$ cat src/verilog/opc_consts.svh
// Operation
// RULE1: capture fires on each rising edge of the slow oscillator divided by 128.
// RULE2: interrupt request raised by capture edge or counter overflow, each enabled apart.
// RULE3: counter overflow sets the overflow flag to one.
// RULE4: capture edge sets capture_a_flag to one.
// RULE5: capture loads current register and moves old current value into previous register; code moves it only when buf_en is set.
// RULE6: fast oscillator clock selectable as counter count source.
// RULE7: separate enables for capture and overflow interrupts; capture edge configurable rising.
// RULE8: counter counts per source tick, wraps at full scale with overflow, runs across captures; code clears it on capture when clr_on_cap is set.
`ifndef OPC_CONSTS_SVH
`define OPC_CONSTS_SVH

`define OPC_ADDR_W 8
`define OPC_ADDR_CTRL 8'h00
`define OPC_ADDR_STATUS 8'h04
`define OPC_ADDR_IRQ_EN 8'h08
`define OPC_ADDR_COUNT 8'h0C
`define OPC_ADDR_CAP_CUR 8'h10
`define OPC_ADDR_CAP_PREV 8'h14
`define OPC_ADDR_CAP_NUM 8'h18
`define OPC_ADDR_OVF_SNAP 8'h1C

`define OPC_CTRL_W 6
`define OPC_CTRL_RST 6'h00
`define OPC_EVT_W 2
`define OPC_EVT_RST 2'h0
`define OPC_BIT_CAP 0
`define OPC_BIT_OVF 1

`define OPC_CNT_W 16
`define OPC_SLOW_DIV 128
`define OPC_PRE_W 3

`endif

$ cat src/verilog/opc_pkg.sv
package opc_pkg;

  // control register layout, lsb last
  typedef struct packed {
    logic buf_en;
    logic clr_on_cap;
    logic edge_fall;
    logic [1:0] src;
    logic run;
  } opc_ctrl_t;

  // event and status layout: bit 1 overflow, bit 0 capture
  typedef struct packed {
    logic ovf;
    logic cap;
  } opc_evt_t;

  typedef enum logic [1:0] {
    OPC_SRC_FAST,
    OPC_SRC_DIV2,
    OPC_SRC_DIV4,
    OPC_SRC_DIV8
  } opc_src_t;

  typedef struct packed {
    logic [7:0] addr;
    logic wr;
    logic [31:0] wdata;
  } opc_apb_req_t;

endpackage

$ cat src/verilog/opc_sync_edge.sv
`timescale 1ns/1ps
`default_nettype none
module opc_sync_edge (
  input wire logic mclk,
  input wire logic rst_n,
  input wire logic async_in,
  output logic rise
);

  logic meta_ff;
  logic sync_ff;
  logic last_ff;
  logic rise_ff;

  always_ff @(posedge mclk)
  begin
    if (!rst_n)
    begin
      meta_ff <= 1'b0;
      sync_ff <= 1'b0;
      last_ff <= 1'b0;
      rise_ff <= 1'b0;
    end
    else
    begin
      meta_ff <= async_in;
      sync_ff <= meta_ff;
      last_ff <= sync_ff;
      rise_ff <= sync_ff & ~last_ff;
    end
  end

  assign rise = rise_ff;

endmodule
`default_nettype wire

$ cat src/verilog/opc_div_edge.sv
`timescale 1ns/1ps
`default_nettype none
`include "opc_consts.svh"
module opc_div_edge #(
  parameter int DIV = `OPC_SLOW_DIV
) (
  input wire logic mclk,
  input wire logic rst_n,
  input wire logic tick,
  output logic div_level,
  output logic div_rise,
  output logic div_fall
);

  localparam int HALF = DIV / 2;
  localparam int CW = (HALF > 1) ? $clog2(HALF) : 1;
  localparam logic [CW-1:0] LAST = CW'(HALF - 1);

  logic [CW-1:0] cnt_ff;
  logic level_ff;
  logic rise_ff;
  logic fall_ff;
  wire flip = tick && (cnt_ff == LAST);

  // one period of the divided clock spans DIV input rising edges
  always_ff @(posedge mclk)
  begin
    if (!rst_n)
    begin
      cnt_ff <= '0;
      level_ff <= 1'b0;
      rise_ff <= 1'b0;
      fall_ff <= 1'b0;
    end
    else
    begin
      if (tick)
        cnt_ff <= flip ? '0 : cnt_ff + 1'b1;
      if (flip)
        level_ff <= ~level_ff;
      rise_ff <= flip & ~level_ff;
      fall_ff <= flip & level_ff;
    end
  end

  assign div_level = level_ff;
  assign div_rise = rise_ff;
  assign div_fall = fall_ff;

endmodule
`default_nettype wire

$ cat src/verilog/opc_period_capture_timer.sv
// The APB interface to the registers and the register addresses were decided locally.
`timescale 1ns/1ps
`default_nettype none
`include "opc_consts.svh"
module opc_period_capture_timer #(
  parameter int CNT_W = `OPC_CNT_W,
  parameter int SLOW_DIV = `OPC_SLOW_DIV
) (
  input wire logic mclk,
  input wire logic rst_n,
  input wire logic psel,
  input wire logic penable,
  input wire logic pwrite,
  input wire logic [7:0] paddr,
  input wire logic [31:0] pwdata,
  output logic pready,
  output logic [31:0] prdata,
  output logic pslverr,
  input wire logic slow_osc_clock,
  output logic slow_osc_div_clock,
  output logic irq
);

  localparam logic [CNT_W-1:0] CNT_MAX = '1;

  // bus request gathered in one carrier
  opc_pkg::opc_apb_req_t req;
  assign req.addr = paddr;
  assign req.wr = pwrite;
  assign req.wdata = pwdata;

  // registers
  opc_pkg::opc_ctrl_t ctrl_ff;
  opc_pkg::opc_evt_t status_ff;
  opc_pkg::opc_evt_t irq_en_ff;
  logic [CNT_W-1:0] cnt_ff;
  logic [CNT_W-1:0] cap_cur_ff;
  logic [CNT_W-1:0] cap_prev_ff;
  logic [CNT_W-1:0] cap_num_ff;
  logic [CNT_W-1:0] ovf_run_ff;
  logic [CNT_W-1:0] ovf_snap_ff;
  logic [`OPC_PRE_W-1:0] pre_ff;
  logic [31:0] prdata_ff;

  // next values
  opc_pkg::opc_evt_t nxt_status;
  logic [CNT_W-1:0] nxt_cnt;
  logic [CNT_W-1:0] nxt_ovf_run;
  logic [31:0] nxt_prdata;

  // ---------------- bus decode ----------------
  wire setup_ph = psel & ~penable;
  wire access_ph = psel & penable;
  wire hit_ctrl = (req.addr == `OPC_ADDR_CTRL);
  wire hit_status = (req.addr == `OPC_ADDR_STATUS);
  wire hit_irq_en = (req.addr == `OPC_ADDR_IRQ_EN);
  wire hit_count = (req.addr == `OPC_ADDR_COUNT);
  wire hit_cur = (req.addr == `OPC_ADDR_CAP_CUR);
  wire hit_prev = (req.addr == `OPC_ADDR_CAP_PREV);
  wire hit_num = (req.addr == `OPC_ADDR_CAP_NUM);
  wire hit_snap = (req.addr == `OPC_ADDR_OVF_SNAP);
  wire hit_any = hit_ctrl | hit_status | hit_irq_en | hit_count
               | hit_cur | hit_prev | hit_num | hit_snap;

  wire wr_ok = access_ph & req.wr & hit_any;
  wire wr_ctrl = wr_ok & hit_ctrl;
  wire wr_status = wr_ok & hit_status;
  wire wr_irq_en = wr_ok & hit_irq_en;
  wire wr_count = wr_ok & hit_count;

  // zero wait states; capture registers ignore writes silently
  assign pready = 1'b1;
  assign pslverr = access_ph & ~hit_any;
  assign prdata = prdata_ff;

  // ---------------- capture trigger path ----------------
  logic slow_rise;
  logic div_level;
  logic div_rise;
  logic div_fall;

  opc_sync_edge u_sync (
    .mclk(mclk),
    .rst_n(rst_n),
    .async_in(slow_osc_clock),
    .rise(slow_rise)
  );

  // divide synced slow clock edges down to the capture trigger
  opc_div_edge #(
    .DIV(SLOW_DIV)
  ) u_div (
    .mclk(mclk),
    .rst_n(rst_n),
    .tick(slow_rise),
    .div_level(div_level),
    .div_rise(div_rise),
    .div_fall(div_fall)
  );

  assign slow_osc_div_clock = div_level;

  // rising edge unless falling is picked
  wire edge_hit = ctrl_ff.edge_fall ? div_fall : div_rise; // see RULE7
  wire cap_ev = ctrl_ff.run & edge_hit; // see RULE1

  // ---------------- count source ----------------
  // mclk stands in for the fast oscillator; slower sources are enable pulses
  wire src_fast = (ctrl_ff.src == opc_pkg::OPC_SRC_FAST);
  wire src_div2 = (ctrl_ff.src == opc_pkg::OPC_SRC_DIV2);
  wire src_div4 = (ctrl_ff.src == opc_pkg::OPC_SRC_DIV4);
  wire src_div8 = (ctrl_ff.src == opc_pkg::OPC_SRC_DIV8);
  wire pre_t2 = pre_ff[0];
  wire pre_t4 = &pre_ff[1:0];
  wire pre_t8 = &pre_ff[2:0];
  wire src_tick = src_fast // see RULE6
                | (src_div2 & pre_t2)
                | (src_div4 & pre_t4)
                | (src_div8 & pre_t8);
  wire cnt_tick = ctrl_ff.run & src_tick;

  always_ff @(posedge mclk)
  begin
    if (!rst_n)
      pre_ff <= '0;
    else if (!ctrl_ff.run)
      pre_ff <= '0;
    else
      pre_ff <= pre_ff + 1'b1;
  end

  // ---------------- counter ----------------
  // a bus load replaces the count, so no wrap happens in that cycle
  wire wrap_ev = cnt_tick & ~wr_count & (cnt_ff == CNT_MAX); // see RULE8
  wire cap_clear = cap_ev & ctrl_ff.clr_on_cap;

  // a bus load wins over counting; clearing on capture is optional
  always_comb
  begin
    nxt_cnt = cnt_ff;
    if (wr_count)
      nxt_cnt = req.wdata[CNT_W-1:0];
    else if (cap_clear)
      nxt_cnt = '0;
    else if (cnt_tick)
      nxt_cnt = cnt_ff + 1'b1; // see RULE8
  end

  always_ff @(posedge mclk)
  begin
    if (!rst_n)
      cnt_ff <= '0;
    else
      cnt_ff <= nxt_cnt;
  end

  // ---------------- capture registers ----------------
  // the value taken is the count before this cycle's increment
  always_ff @(posedge mclk)
  begin
    if (!rst_n)
    begin
      cap_cur_ff <= '0;
      cap_prev_ff <= '0;
    end
    else if (cap_ev)
    begin
      cap_cur_ff <= cnt_ff; // see RULE5
      if (ctrl_ff.buf_en)
        cap_prev_ff <= cap_cur_ff; // see RULE5
    end
  end

  // capture tally saturates rather than wrapping
  always_ff @(posedge mclk)
  begin
    if (!rst_n)
      cap_num_ff <= '0;
    else if (cap_ev && (cap_num_ff != CNT_MAX))
      cap_num_ff <= cap_num_ff + 1'b1;
  end

  // overflows since the last capture, frozen at each capture
  always_comb
  begin
    nxt_ovf_run = ovf_run_ff;
    if (wrap_ev && (ovf_run_ff != CNT_MAX))
      nxt_ovf_run = ovf_run_ff + 1'b1;
  end

  always_ff @(posedge mclk)
  begin
    if (!rst_n)
    begin
      ovf_run_ff <= '0;
      ovf_snap_ff <= '0;
    end
    else if (cap_ev)
    begin
      ovf_snap_ff <= nxt_ovf_run;
      ovf_run_ff <= '0;
    end
    else
      ovf_run_ff <= nxt_ovf_run;
  end

  // ---------------- status and interrupt ----------------
  opc_pkg::opc_evt_t evt;
  opc_pkg::opc_evt_t w1c;
  assign evt.cap = cap_ev; // see RULE4
  assign evt.ovf = wrap_ev; // see RULE3
  assign w1c = wr_status ? req.wdata[`OPC_EVT_W-1:0] : `OPC_EVT_RST;

  // a new event in the clearing cycle survives the clear
  assign nxt_status = (status_ff & ~w1c) | evt;

  always_ff @(posedge mclk)
  begin
    if (!rst_n)
      status_ff <= `OPC_EVT_RST;
    else
      status_ff <= nxt_status;
  end

  // level output straight from the flags and enables
  assign irq = |(status_ff & irq_en_ff); // see RULE2

  // ---------------- software registers ----------------
  always_ff @(posedge mclk)
  begin
    if (!rst_n)
    begin
      ctrl_ff <= `OPC_CTRL_RST;
      irq_en_ff <= `OPC_EVT_RST;
    end
    else
    begin
      if (wr_ctrl)
        ctrl_ff <= req.wdata[`OPC_CTRL_W-1:0];
      if (wr_irq_en)
        irq_en_ff <= req.wdata[`OPC_EVT_W-1:0]; // see RULE7
    end
  end

  // ---------------- read path ----------------
  // sampled in setup so data sits still through the access phase
  wire [31:0] rd_ctrl = {{(32 - `OPC_CTRL_W){1'b0}}, ctrl_ff};
  wire [31:0] rd_status = {{(32 - `OPC_EVT_W){1'b0}}, status_ff};
  wire [31:0] rd_irq_en = {{(32 - `OPC_EVT_W){1'b0}}, irq_en_ff};
  wire [31:0] rd_count = {{(32 - CNT_W){1'b0}}, cnt_ff};
  wire [31:0] rd_cur = {{(32 - CNT_W){1'b0}}, cap_cur_ff};
  wire [31:0] rd_prev = {{(32 - CNT_W){1'b0}}, cap_prev_ff};
  wire [31:0] rd_num = {{(32 - CNT_W){1'b0}}, cap_num_ff};
  wire [31:0] rd_snap = {{(32 - CNT_W){1'b0}}, ovf_snap_ff};

  always_comb
  begin
    nxt_prdata = 32'h0000_0000;
    if (hit_ctrl)
      nxt_prdata = rd_ctrl;
    if (hit_status)
      nxt_prdata = rd_status;
    if (hit_irq_en)
      nxt_prdata = rd_irq_en;
    if (hit_count)
      nxt_prdata = rd_count;
    if (hit_cur)
      nxt_prdata = rd_cur;
    if (hit_prev)
      nxt_prdata = rd_prev;
    if (hit_num)
      nxt_prdata = rd_num;
    if (hit_snap)
      nxt_prdata = rd_snap;
  end

  always_ff @(posedge mclk)
  begin
    if (!rst_n)
      prdata_ff <= 32'h0000_0000;
    else if (setup_ph && !req.wr)
      prdata_ff <= nxt_prdata;
  end

endmodule
`default_nettype wire

$ cat config.mk
export PLATFORM = sky130hd
export DESIGN_NAME = opc_period_capture_timer
export DESIGN_NICKNAME = d
export VERILOG_FILES = /design/src/verilog/opc_pkg.sv /design/src/verilog/opc_sync_edge.sv /design/src/verilog/opc_div_edge.sv /design/src/verilog/opc_period_capture_timer.sv
export VERILOG_INCLUDE_DIRS = /design/src /design/src/verilog
export SDC_FILE = /design/constraint.sdc
export NUM_CORES = 1
export LEC_CHECK = 0
export BUFFER_PORTS_ARGS = -buffer_cell sky130_fd_sc_hd__buf_2
export CORE_UTILIZATION = 45
export CTS_BUF_LIST = sky130_fd_sc_hd__clkbuf_16
export CTS_CLUSTER_DIAMETER = 150
export CTS_CLUSTER_SIZE = 25
export DETAILED_ROUTE_END_ITERATION = 12
export GPL_ROUTABILITY_DRIVEN = 0
export GPL_TIMING_DRIVEN = 1
export PLACE_DENSITY = 0.67
export SLEW_MARGIN = 20
export SYNTH_ARGS = -nofsm -noshare
export SYNTH_HDL_FRONTEND = slang
export SYNTH_HIERARCHICAL = 1
export SYNTH_SLANG_ARGS = --single-unit
export TNS_END_PERCENT = 100
$ cat constraint.sdc
create_clock -name mclk -period 2.4 [get_ports mclk]
set_input_delay 0.12 -clock mclk [delete_from_list [all_inputs] [get_ports mclk]]
set_output_delay 0.12 -clock mclk [all_outputs]
set_load 0.01 [all_outputs]
==> impl_metrics.yaml <==
cts:
  cts_tree: "done"
  clk_latency_ps: 420
  htreeDepth: 4
  path_clk_slew_ps: 60
  root_buffer: "clkbuf_16"
  cts_buffers: 17
  numClockSinks: 138
  cts.path.max_buffers: 2
critical_path:
  critPathMaxFanout: 5
  cp_data_required_time_ps: 2700
  end_kind: "flop"
  critPathLaunchType: "flop"
  regToRegSetupSlack_ps: 110
  critPathKind: "reg -> reg"
  crit_arrival_ps: 2590
synthesis:
  syn_avg_cell_area_um2: 8.070
  synth_cell_types: 61
  synthFlopType: "dfxtp_1"
  synth.area.top_cells: "dfxtp_1 40%, nand2_1 5.1%, a21oi_1 4.8%, o21ai_0 4.4%, nor2_1 4.2%"
  synth_area_um2: 6884
  ys_seq_area_share_pct: 40.13
  async_flop_share_pct: 0
  synth_top_area_cell: "dfxtp_1"
  synth_edf_count: 0
  ys_warn_count: 6
  postSynthCellCount: 853
  ys_ff_latch: 138
  netlist.area_leader.share_pct: 40.13
global_route:
  grt_overflow: 0
  grt_pass1_wl_mm: 29.70
  grtUsageTotal_pct: 23.90
  antenna_found_initial: 0
  grt_max_degree: 63
  grt_pass1_vias: 5649
timing:
  maxSlewViolCount: 0
  max_slew_margin_pct: 61.80
  hold_viol: 0
  fin_ws_ps: 109.7
  period_needed_ps: 2290
  whs_ps: 0.5209
  setup_viol: 0
  final.setup.tns_ps: 0
  period_share_pct: 95.43
  fin_skew_ps: 6.562
  max_clock_freq_mhz: 436.6
  tightest_slew_ps: 571.7
detailed_routing:
  firstDrtPassIters: 9
  drtIter0Drc: 550
  drt_wl_total_mm: 18.32
  ant_nets: 0
  via_count: 6275
  avgRoutedWirePerCell_um: 16.35
  via_per_inst: 5.603
  drc: 3
run:
  max_cap_viol_count: 0
placement:
  post_dp_cell_area_um2: 7456
  pre_cts_slack_ps: 66.85
  hpwlAfterDp_mm: 12.68
  portBuffers: 48
floorplanning:
  dieHeight_um: 125.7
  core-area_um2: 14750
  die_width_um: 125.7
  die_area_um2: 15800
  start_util_pct: 46.66
  io-pin-count: 82
  rows: 44
finish:
  final_cell_mix: "138 x dfxtp_1, 93 x nand2_1, 77 x nor2_1, 65 x a21oi_1, 60 x o21ai_0"
  finalInstanceArea_um2: 8082
  final_common_cell: "dfxtp_1"
  finalNetCount: 979
  antenna_cells: 0
  area_delta_synth_final_pct: 17.39
  layout-drive-gt1-share_pct: 16.03
outcome:
  status: "finished with violations"
  violations: "DRC"
power_and_ir_drop:
  leakagePower_nw: 3.166
  ir_worst_vdd_v: 0.0005133
  power.density_nw_per_um2: 597.5
worst_hold_path:
  hold_class: "in -> reg"
[path summary, 6_finish.rpt]
check / depth (start not counted) / startpoint / to
worst max-delay path: 11 / pre_ff[0]$_SDFF_PN0_ / ovf_snap_ff[3]$_SDFFE_PN0P_
worst min-delay path: 3 / pwdata[13] / cnt_ff[13]$_SDFFE_PN0P_
worst max register to register: 11 / pre_ff[0]$_SDFF_PN0_ / ovf_snap_ff[3]$_SDFFE_PN0P_
worst min register to register: 1 / u_sync/meta_ff$_SDFF_PN0_ / u_sync/sync_ff$_SDFF_PN0_
[layer usage]
layer  up-vias  track usage, %  share of wire [%]
met3        34           4.163                6.0
met4         0           10.47                2.8
li1       3124               -                  -
met2       198           35.72                 43
met1      2919           33.72                 48
met5         -               0                  0
[cell type report]
type	count	area, um^2
timing repair buffer	110	743.2
tap	184	230.2
inverter	9	33.78
clock inverter	11	70.07
sequential	138	2763
fill	1413	6673
multi-input combinational	651	3816
clock buffer	17	425.4
[synthesized netlist by cell type, types with 4 or more instances]
| library cell | count |
|---|---|
| dfxtp_1 | 138 |
| nand2_1 | 93 |
| nor2_1 | 77 |
| a21oi_1 | 66 |
| o21ai_0 | 60 |
| nand3_1 | 50 |
| clkbuf_1 | 42 |
| a21boi_0 | 34 |
| nor3_1 | 30 |
| xor2_1 | 21 |
| buf_4 | 19 |
| mux2i_1 | 18 |
| and2_1 | 17 |
| nor2b_1 | 16 |
| nand4_1 | 15 |
| nor4_1 | 14 |
| a22oi_1 | 12 |
| xnor2_1 | 11 |
| o211a_1 | 10 |
| inv_1 | 9 |
| and3_1 | 8 |
| a31oi_1 | 7 |
| buf_2 | 7 |
| o211ai_1 | 7 |
| ha_1 | 6 |
| or3_1 | 5 |
| mux2_2 | 4 |
| nand3b_1 | 4 |
| nor3b_1 | 4 |
| or2_2 | 4 |
[power by group]
group / internal (mW) / leakage, nW / switching [mW]
Clock: 1.36 / 0.259 / 0.919
Sequential: 2.31 / 1.11 / 0.00853
Combinational: 0.0878 / 1.79 / 0.145
Total: 3.76 / 3.17 / 1.07
[what timing repair did]
action	CTS	global route
buffers inserted	0	2
resized for setup	0	3
hold buffers	10	0
endpoints found under the hold margin	11	0
endpoints found under the setup margin	0	15
[logic make-up (layout without fill, tap and decap cells)]
family | after synthesis | after routing | synth area share (%)
simple gates | 363 | 363 | 26.92
compound gates | 211 | 211 | 18.76
flops | 138 | 138 | 40.13
buf+inv | 79 | 147 | 5.652
xor+xnor | 32 | 32 | 4.071
mux | 22 | 22 | 3.271
fa+ha+maj | 6 | 6 | 1.090
other cells | 2 | 17 | 0.1091
[registers in the layout, summed over array words and instances, names as in the netlist, 2 cells and up]
signal and count:
cnt_ff 16, ctrl_ff 6, cap_num_ff 16, irq_en_ff 2, u_div/cnt_ff 6, cap_prev_ff 16, rd_status 2, ovf_run_ff 16
ovf_snap_ff 16, prdata 16, cap_cur_ff 16, pre_ff 3
[critical path, stage by stage (launching register included)]
cell,delay (ps)
dfxtp_1,320
ha_1,220
ha_1,180
mux2_2,270
o211ai_1,180
buf_4,160
nor4b_2,40
buf_4,170
nand3_1,150
buf_4,140
xor2_1,220
a21oi_1,110
[through the flow]
stage / utilization, % / power [mW] / std cells
3_5_place_dp: 50.53 / 2.582 / 1080
2_1_floorplan: - / 2.511 / 868
3_3_place_gp: 50.53 / 2.581 / 1080
6_report: 54.77 / 4.829 / 1120
4_1_cts: 54.57 / 4.852 / 1118
5_1_grt: 54.77 / 5.001 / 1120
(Power assumes the default switching activity.)
